`config.mk`:
```
export PLATFORM = sky130hd
export DESIGN_NAME = byte_slave_port
export DESIGN_NICKNAME = d
export VERILOG_FILES = /design/src/byte_port_pkg.sv /design/src/byte_slave_port.sv /design/src/strobe_sync.sv
export SDC_FILE = /design/constraint.sdc
export NUM_CORES = 1
export LEC_CHECK = 0
export BUFFER_PORTS_ARGS = -buffer_cell sky130_fd_sc_hd__buf_2
export CAP_MARGIN = 25
export CORE_ASPECT_RATIO = 1.25
export CORE_UTILIZATION = 47
export DETAILED_ROUTE_END_ITERATION = 7
export PLACE_DENSITY = 0.8
export SKIP_LAST_GASP = 1
export SLEW_MARGIN = 15
export SYNTH_ARGS = -nofsm -noshare
export SYNTH_HDL_FRONTEND = slang
export SYNTH_SLANG_ARGS = --single-unit
```
`constraint.sdc`:
```
create_clock -name pclk -period 1.77 [get_ports pclk]
set_clock_uncertainty 0.15 [all_clocks]
set_input_delay 0.2655 -clock pclk [delete_from_list [all_inputs] [get_ports pclk]]
set_output_delay 0.2655 -clock pclk [all_outputs]
set_load 0.01 [all_outputs]
```
`src/byte_port_pkg.sv`:
```
// constants shared by the byte slave port
package byte_port_pkg;
   localparam int addr_width = 8;
   localparam logic [7:0] off_pins = 8'h00;
   localparam logic [7:0] off_latch = 8'h04;
   localparam logic [7:0] off_direction = 8'h08;
   localparam logic [7:0] off_strobe_dir = 8'h0C;
   localparam logic [7:0] off_flags = 8'h10;
   localparam logic [7:0] off_enables = 8'h14;
   localparam logic [7:0] off_converter = 8'h18;
   localparam logic [7:0] off_pwm_mode = 8'h1C;
   localparam int bit_in_full = 7;
   localparam int bit_out_full = 6;
   localparam int bit_in_overflow = 5;
   localparam int bit_mode = 4;
   localparam int bit_flag_write = 0;
   localparam int bit_flag_read = 1;
   localparam int bit_flag_ovf = 2;
   localparam logic [3:0] digital_pins_code = 4'hA;
   localparam logic [7:0] reset_direction = 8'hFF;
   localparam logic [2:0] reset_strobe_dir = 3'h7;
   localparam logic [3:0] reset_converter = 4'h0;
   localparam int sync_stages = 2;
endpackage

```
`src/byte_slave_port.sv`:
```
// byte slave port with apb registers and interrupt
// Operation
// - 8-bit parallel slave port on data pins
// - port enabled by mode bit, together with the conditions below
// - disabled while dual or quad pwm
// - pin0 read, pin1 write, pin2 select
// - strobe direction bits must be inputs
// - converter config must hold 1010
// - external party accesses single byte latch
// - write spans select and write low
// - write end sets input full, irq flag
// - read start drives latch, sets output full
// - software write during read skips flag
// - read end releases pins, sets irq flag
// - software polls flags after irq flag
`timescale 1ns/100ps
module byte_slave_port
   import byte_port_pkg::*;
(
   input wire logic pclk,
   input wire logic presetn,
   input wire logic psel,
   input wire logic penable,
   input wire logic pwrite,
   input wire logic [byte_port_pkg::addr_width-1:0] paddr,
   input wire logic [31:0] pwdata,
   output logic [31:0] prdata,
   output logic pready,
   output logic pslverr,
   input wire logic [7:0] data_pins_in,
   output logic [7:0] data_pins_out,
   output logic [7:0] data_pins_oe,
   input wire logic strobe_pin_zero_n,
   input wire logic strobe_pin_one_n,
   input wire logic strobe_pin_two_n,
   output logic irq
);
   import byte_port_pkg::*;

   typedef struct packed {
      logic [7:0] latch;
      logic [7:0] direction;
      logic [2:0] strobe_dir;
      logic mode;
      logic [3:0] converter;
      logic pwm_multi;
      logic in_full;
      logic out_full;
      logic in_overflow;
      logic [2:0] flags;
      logic [2:0] mask;
      logic [7:0] in_byte;
      logic writing;
      logic reading;
      logic [31:0] rdata;
      logic ready;
      logic err;
      logic [7:0] pins_out;
      logic [7:0] pins_oe;
      logic irq;
   } port_state_type;

   port_state_type state, next_state;
   logic [2:0] strobes;
   logic [7:0] pins_sync1, pins_sync2;

   strobe_sync #(.width(3)) u_sync (
      .pclk(pclk),
      .presetn(presetn),
      .async_in({strobe_pin_two_n, strobe_pin_one_n, strobe_pin_zero_n}),
      .sync_out(strobes)
   );

   // data pins used in a write, settled by then, and read as the pins register while disabled
   always_ff @(posedge pclk or negedge presetn) begin
      if (!presetn) begin
         pins_sync1 <= 8'h00;
         pins_sync2 <= 8'h00;
      end else begin
         pins_sync1 <= data_pins_in;
         pins_sync2 <= pins_sync1;
      end
   end

   function automatic logic hit(input logic [7:0] a, input logic [7:0] off);
      return a == off;
   endfunction

   logic slave_active;
   logic wr_low, rd_low;
   logic apb_access;
   logic write_end, read_start, read_end, overflow_event;
   logic pins_write;
   logic [2:0] flag_events;
   always_comb begin
      // select gates both strobes; pin mux needs inputs and digital pins
      slave_active = state.mode && !state.pwm_multi
         && state.strobe_dir == reset_strobe_dir
         && state.converter == digital_pins_code;
      wr_low = slave_active && !strobes[2] && !strobes[1];
      rd_low = slave_active && !strobes[2] && !strobes[0];
      apb_access = psel && penable && !state.ready;
      // an access ends even when the port is disabled under it
      write_end = state.writing && !wr_low;
      read_start = !state.reading && rd_low;
      read_end = state.reading && !rd_low;
      overflow_event = write_end && state.in_full;
      flag_events = 3'h0;
      flag_events[bit_flag_write] = write_end;
      flag_events[bit_flag_read] = read_end;
      flag_events[bit_flag_ovf] = overflow_event;
      pins_write = apb_access && pwrite && (hit(paddr, off_pins) || hit(paddr, off_latch));
   end

   always_comb begin
      next_state = state;
      next_state.ready = 1'b0;
      next_state.err = 1'b0;
      next_state.writing = wr_low;
      next_state.reading = rd_low;
      if (wr_low) begin
         next_state.in_byte = pins_sync2;
      end
      if (write_end) begin
         // a software write in the same cycle overrides this byte
         next_state.latch = state.in_byte;
      end
      if (apb_access) begin
         next_state.ready = 1'b1;
         next_state.rdata = 32'h0000_0000;
         if (hit(paddr, off_pins)) begin
            next_state.rdata = {24'h000000, slave_active ? state.latch : pins_sync2};
            if (!pwrite) begin
               next_state.in_full = 1'b0; // reading the port consumes input
            end
         end else if (hit(paddr, off_latch)) begin
            next_state.rdata = {24'h000000, state.latch};
         end else if (hit(paddr, off_direction)) begin
            next_state.rdata = {24'h000000, state.direction};
         end else if (hit(paddr, off_strobe_dir)) begin
            next_state.rdata = {24'h000000, state.in_full, state.out_full, state.in_overflow,
               state.mode,
               1'b0, state.strobe_dir};
         end else if (hit(paddr, off_flags)) begin
            next_state.rdata = {29'h0, state.flags};
            if (!pwrite) begin
               // read clears; events are merged in afterwards
               next_state.flags = 3'h0;
            end
         end else if (hit(paddr, off_enables)) begin
            next_state.rdata = {29'h0, state.mask};
         end else if (hit(paddr, off_converter)) begin
            next_state.rdata = {28'h0, state.converter};
         end else if (hit(paddr, off_pwm_mode)) begin
            next_state.rdata = {31'h0, state.pwm_multi};
         end else begin
            next_state.err = 1'b1;
         end
         if (pwrite) begin
            if (hit(paddr, off_pins) || hit(paddr, off_latch)) begin
               next_state.latch = pwdata[7:0];
               // during an external read the byte goes out with no flag
               if (!rd_low) begin
                  next_state.out_full = 1'b1;
               end
            end else if (hit(paddr, off_direction)) begin
               next_state.direction = pwdata[7:0];
            end else if (hit(paddr, off_strobe_dir)) begin
               next_state.mode = pwdata[bit_mode];
               next_state.strobe_dir = pwdata[2:0];
               next_state.in_overflow = state.in_overflow && pwdata[bit_in_overflow];
            end else if (hit(paddr, off_enables)) begin
               next_state.mask = pwdata[2:0];
            end else if (hit(paddr, off_converter)) begin
               next_state.converter = pwdata[3:0];
            end else if (hit(paddr, off_pwm_mode)) begin
               next_state.pwm_multi = pwdata[0];
            end
         end
      end
      // sets come after the software clears, so a same-cycle event wins
      if (write_end) begin
         next_state.in_full = 1'b1;
      end
      if (overflow_event) begin
         next_state.in_overflow = 1'b1;
      end
      if (read_start) begin
         next_state.out_full = 1'b1;
      end
      // a byte written just as the read ends is still waiting
      if (read_end && !pins_write) begin
         next_state.out_full = 1'b0;
      end
      next_state.flags = next_state.flags | flag_events;
      if (rd_low) begin
         next_state.pins_out = next_state.latch;
         next_state.pins_oe = 8'hFF;
      end else if (slave_active) begin
         next_state.pins_out = next_state.latch;
         next_state.pins_oe = 8'h00;
      end else begin
         next_state.pins_out = next_state.latch;
         next_state.pins_oe = ~next_state.direction;
      end
      next_state.irq = |(next_state.flags & next_state.mask);
   end

   always_ff @(posedge pclk or negedge presetn) begin
      if (!presetn) begin
         state <= '0;
         state.direction <= reset_direction;
         state.strobe_dir <= reset_strobe_dir;
         state.converter <= reset_converter;
      end else begin
         state <= next_state;
      end
   end

   assign prdata = state.rdata;
   assign pready = state.ready;
   assign pslverr = state.err;
   assign data_pins_out = state.pins_out;
   assign data_pins_oe = state.pins_oe;
   assign irq = state.irq;
endmodule // byte_slave_port

```
`src/strobe_sync.sv`:
```
// two-stage synchroniser for the strobe pins
`timescale 1ns/100ps
module strobe_sync #(
   parameter int width = 3
) (
   input wire logic pclk,
   input wire logic presetn,
   input wire logic [width-1:0] async_in,
   output logic [width-1:0] sync_out
);
   typedef struct packed {
      logic [width-1:0] first;
      logic [width-1:0] second;
   } sync_state_type;
   sync_state_type state, next_state;
   always_comb begin
      next_state.first = async_in;
      next_state.second = state.first;
   end
   always_ff @(posedge pclk or negedge presetn) begin
      if (!presetn) begin
         state <= '{first: '1, second: '1};
      end else begin
         state <= next_state;
      end
   end
   assign sync_out = state.second;
endmodule // strobe_sync

```
## Word-level counts from Yosys, hierarchy flattened

Index checks and enable logic that the tools add are counted.

| storage, ports and cells | value |
|---|---|
| bits in registers | 93 |
| output and inout port bits | 51 |
| word-level logic and storage cells | 143 |

| cells by class | value |
|---|---|
| equal/unequal tests | 13 |
| mux-type cells | 56 |
| bitwise gates (word level) | 8 |
| reductions and logical operators | 42 |

Operators by type and width:

| kind | number |
|---|---|
| $mux 8 | 10 |
| $mux 34 | 1 |
| $mux 3 | 11 |
| $eq 8x5->1 const B | 4 |
| $mux 25 | 1 |
| $mux 1 | 22 |
| $mux 4 | 5 |
| $mux 17 | 1 |
| $eq 8x4->1 const B | 2 |
| $logic_and 1x1->1 | 16 |
| $mux 5 | 2 |
| $reduce_and 5->1 | 2 |
| $reduce_bool 2->1 | 5 |
| $logic_not 1->1 | 9 |
| $mux 9 | 1 |
| $reduce_bool 3->1 | 3 |
| $eq 8x3->1 const B | 1 |
| $logic_not 8->1 | 1 |
| $not 8->8 | 1 |
| $reduce_and 8->1 | 1 |
| $reduce_and 7->1 | 1 |
| $not 1->1 | 5 |
| $eq 4x4->1 const B | 1 |
| $mux 2 | 2 |
| 10 further kinds | 11 |

## Depth between registers and ports, before layout

| logic depth | value |
|---|---|
| depth in word-level cells | 15 |
| mapped depth | 7 |

## Cells and area by module

From an unflattened synthesis, not the netlist that was laid out.

| unflattened totals | value |
|---|---|
| cells, all modules | 321 |
| area total of the unflattened synthesis | 3941.3 sq um |

By module, submodules not included:

| module | times used | cells an instance | area each (sq um) | sequential area each (sq um) |
|---|---|---|---|---|
| byte_slave_port | 1 | 315 | 3783.6 | 1990.7 |
| strobe_sync | 1 | 6 | 157.7 | 157.7 |

## Worst setup path before layout

Ideal clock, no wire load.

| path | value |
|---|---|
| path kind | input -> register |
| start | input port paddr[4] (netlist bit) |
| end | register state[75] (netlist bit) |
| library setup time | 0.125 ns |
| arrival time | 1.650 ns |
| required time | 1.495 ns |
| path slack | -0.155 ns |
| cell stages on the path | 5 |
| path buffers | 1 |
| path through | clkbuf_2 nor4_4 nand2_4 nor2_1 mux2_2 |

| on the way | value |
|---|---|
| longest elaborated chain between the ends | 4 |
| elaborated cells between the ends (all ways) | 8 |
| classes of those cells | eq/ne: 3; bitwise: 2; reduce/logical: 3 |

RTL lines:

| what | RTL line | RTL |
|---|---|---|
| start, declared | byte_slave_port.sv:25 | `input wire logic [byte_port_pkg::addr_width-1:0] paddr,` |
| $eq 8x3->1 or $logic_not 8->1 (tied branches) | byte_slave_port.sv:86 | `return a == off;` |
| $logic_or 1x1->1 | byte_slave_port.sv:160 | `if (hit(paddr, off_pins) \|\| hit(paddr, off_latch)) begin` |
| $not 1->1 (no line) | n/a |  |
| $reduce_and 5->1 (no line) * | n/a |  |
| end signal, assigned | byte_slave_port.sv:216 | `state <= next_state;` |
| end, declared | byte_slave_port.sv:63 | `port_state_type state, next_state;` |

Every way passes the cells marked *; elsewhere a longest branch is shown, timed or not.
A chain may end at the register's enable or synchronous reset.

==> impl_results.md <==
- Result of the run: finished with violations
- Failing checks: DRC, setup timing
- Post-synthesis average cell area: 11.3 um2
- Highest attainable clock frequency: 0.529 GHz
- Total area of sequential cells: 0.00215 mm2
- Total Neg Setup Slack: -0.384 ns
- Share of layout cells above drive strength 1: 40.2%
- Critical path startpoint category: flop
- Number of cells on the worst hold path: 3
- Launch instance of the worst register-to-register path: state[73]
- Worst-case setup margin in the final layout: -0.119 ns
- Unique cell type count in the Yosys netlist: 48
- Synthesis-to-layout area growth: 22.5%
- Ys Warns: 0
- Die Area: 0.00877 mm2
- DRC violation count after routing: 14
- Worst setup slack after placement: -0.199 ns
- Final setup violation count: 12
- Hold path startpoint: pwdata[4]
- Number of nets with antenna violations after detailed routing: 0
- Initial core utilization: 48.1%
- Req. time, crit path: 1.87 ns
- Final WL: 8860 um
- Number of CTS-inserted buffers: 9
- Top cell type by total area after synthesis: dfrtp_1
- Number of rows in the core area: 37
- Post-synth top flop: dfrtp_1
- Number of violations of the max-capacitance limit: 0
- Post-detail-place hpwl: 6410 um
- Tightest Hold Check Type: in2reg
- I/O Pins: 107
- Async SR Flop Fraction: 100%
- Worst-case reg-to-reg path depth: 6
- DR WL/cell: 16.1 um
- Series of cell instances along the critical path: and4bb_2 > buf_6 > nand4_1 > a22o_1 > and2_4 > a221o_1
- Ranking of synthesized cells by area: dfrtp_1 43%, dfstp_2 11%, buf_4 9.3%
- Power density over the cells: 763 mW/mm2
- Sequential element share of the synthesized area: 54.5%
- Final Slew Violations: 0
- Data arrival time of the critical path: 1.99 ns
- RR Endpoint: irq
- Register-to-register setup slack: -0.12 ns
- NumNets Final: 504
- GRT Total Usage: 21.7%
- Drt via density: 5.24
- Routability congestion estimate from global placement: 0.882
- Post-synth design cell area: 0.00395 mm2
- RSZ-0062 raised after global routing: yes
- Synthesized instance count: 350
- Maximum number of pins on one net before global-route repair: 33
- Nature of the critical path endpoint: flop
- Worst ir drop on vdd: 0.537 mV
- Footprint of the multi-input gates: 0.00149 mm2
- Critical setup path kind: reg2reg
- Final cycle utilization of the critical path: 107%
- Die Width: 83.9 um
- Root buffer cell: clkbuf_8
- DRC marker count from the first detailed-route iteration: 194
- Maximum buffer depth of the clock tree: 2
- Number of I/O port buffers: 58
- Initial antenna violation count: 0
- Top cell type's share of synthesized area: 43.1%
- Core area: 0.00819 mm2
- #FFs+latches synth: 85
- Crit path max fanout: 3
- TritonCTS clock tree: built
- Initial DRT Pass Iterations: 6
- Final hold viol count: 0
- Overflow left after global routing: 0
- Total via count after detailed routing: 2882
- Hold Crit Endpoint: data_pins_out[4]
- Register clock-pin slew on the reported worst setup and hold paths: 0.08 ns
- Count of flip-flops with a built-in enable after synthesis: 0
- Final worst path period need: 1.89 ns
- Die span in y: 104 um
- CP peak stage delay: 0.38 ns
- Diode count: 0
- Leakage power: 2.39 nW
- Total power consumption of the routed design: 0.00369 W
- Number of filler cells placed in the layout: 700
- Via count of the first global-routing pass: 2927
- Insertion delay to the later sink of the worst-skew pair: 0.36 ns
- Slowest stage cell, crit path: dfrtp_1
- Clock sink count: 85
- Global-route wire length before repair: 14300 um
- Total number of H-tree levels: 3
-- registers in the layout, summed over array words and instances (netlist names) --
signal / flops
pslverr: 1
u_sync.sync_out: 3
pins_sync2: 8
data_pins_oe: 8
prdata: 8
irq: 1
pready: 1
state: 36
data_pins_out: 8
u_sync.next_state: 3
pins_sync1: 8
-- logic make-up after synthesis --
family	after synthesis	synth area share (%)
buffers and inverters	69	11.6
multiplexers	42	11.3
other	1	0.0951
flip-flops	85	54.5
AND/OR/NAND/NOR	103	14.0
AO/OA/AOI/OAI	50	8.60
-- final cells by class --
| cell class | instances | share of cell area, % |
|---|---|---|
| clock buffers | 13 | 2.87 |
| flip-flops and latches | 85 | 44.5 |
| multi-input cells | 219 | 30.9 |
| inverters | 9 | 0.699 |
| clock inverters | 3 | 0.906 |
| well taps | 97 | 2.51 |
| repair buffers | 124 | 17.6 |
-- through the flow --
| stage | utilization (%) | cell area [um2] | std cells | hold WS [ns] |
|---|---|---|---|---|
| 3_3_place_gp | 53.4 | 4370 | 512 | 0.0723 |
| 2_1_floorplan | - | 4060 | 373 | -0.180 |
| 3_5_place_dp | 53.4 | 4370 | 512 | 0.0803 |
| 4_1_cts | 58.4 | 4780 | 547 | 0.0135 |
| 6_report | 59.0 | 4830 | 550 | 0.0282 |
| 5_1_grt | 59.0 | 4830 | 550 | 0.00973 |
-- placed cells by master, fill, tap and decap left out, types with 13 or more instances in the layout --
master / synthesis / layout
dlygate4sd3_1: 0 / 13
mux2i_1: 23 / 20
buf_2: 4 / 57
dfrtp_1: 68 / 68
nand2_1: 55 / 53
buf_4: 49 / 49
conb_1: 1 / 24
nor2_1: 14 / 13
mux2_2: 19 / 17
dfstp_2: 17 / 17
-- what timing repair did --
| action | CTS | global route |
|---|---|---|
| resized for setup | 16 | 7 |
| setup endpoints to repair | 34 | 37 |
| hold buffers | 13 | 0 |
| buffers inserted | 6 | 4 |
| pin swaps | 8 | 5 |
| hold endpoints to repair | 31 | 0 |
-- worst max-delay path: cells and delay by family (launching register included) --
kind / cells / cell delay, ns
simple gates: 3 / 0.62
compound gates: 2 / 0.50
flops: 1 / 0.38
buf+inv: 1 / 0.11
-- metal layers --
layer  wire [um]  track usage, %  up-vias
met4         379            14.9        0
met5           0               0        -
met1        3510            25.8     1406
li1            -               -     1330
met3         453            3.41       26
met2        4520            36.0      120
-- power by group --
part	total (W)	internal (W)	switching, W
clock network	0.00131	0.000658	0.000656
registers	0.00204	0.00201	0.0000326
logic	0.000335	0.000139	0.000195
-- synthesized netlist by cell type, types with 5 or more instances --
cell type  instances
a2bb2oi_1          5
nor2_1            14
buf_4             49
nor3_1             5
mux2_2            19
o211ai_1           5
dfrtp_1           68
dfstp_2           17
o21ai_0           17
inv_1              9
nand2_1           55
mux2i_1           23
a21oi_1            8
nand4_1            6
-- worst max-delay path by stage --
stage	startpoint	to	cells past startpoint	slack, ns
after floorplan	pready	irq	5	-0.09
after global placement	state[76]	prdata[3]	5	-0.13
after detailed placement	state[76]	prdata[3]	5	-0.20
after CTS	state[73]	irq	6	-0.12
after global routing	state[73]	prdata[3]	5	-0.20
final	state[73]	irq	6	-0.12
(Power assumes the default switching activity.)
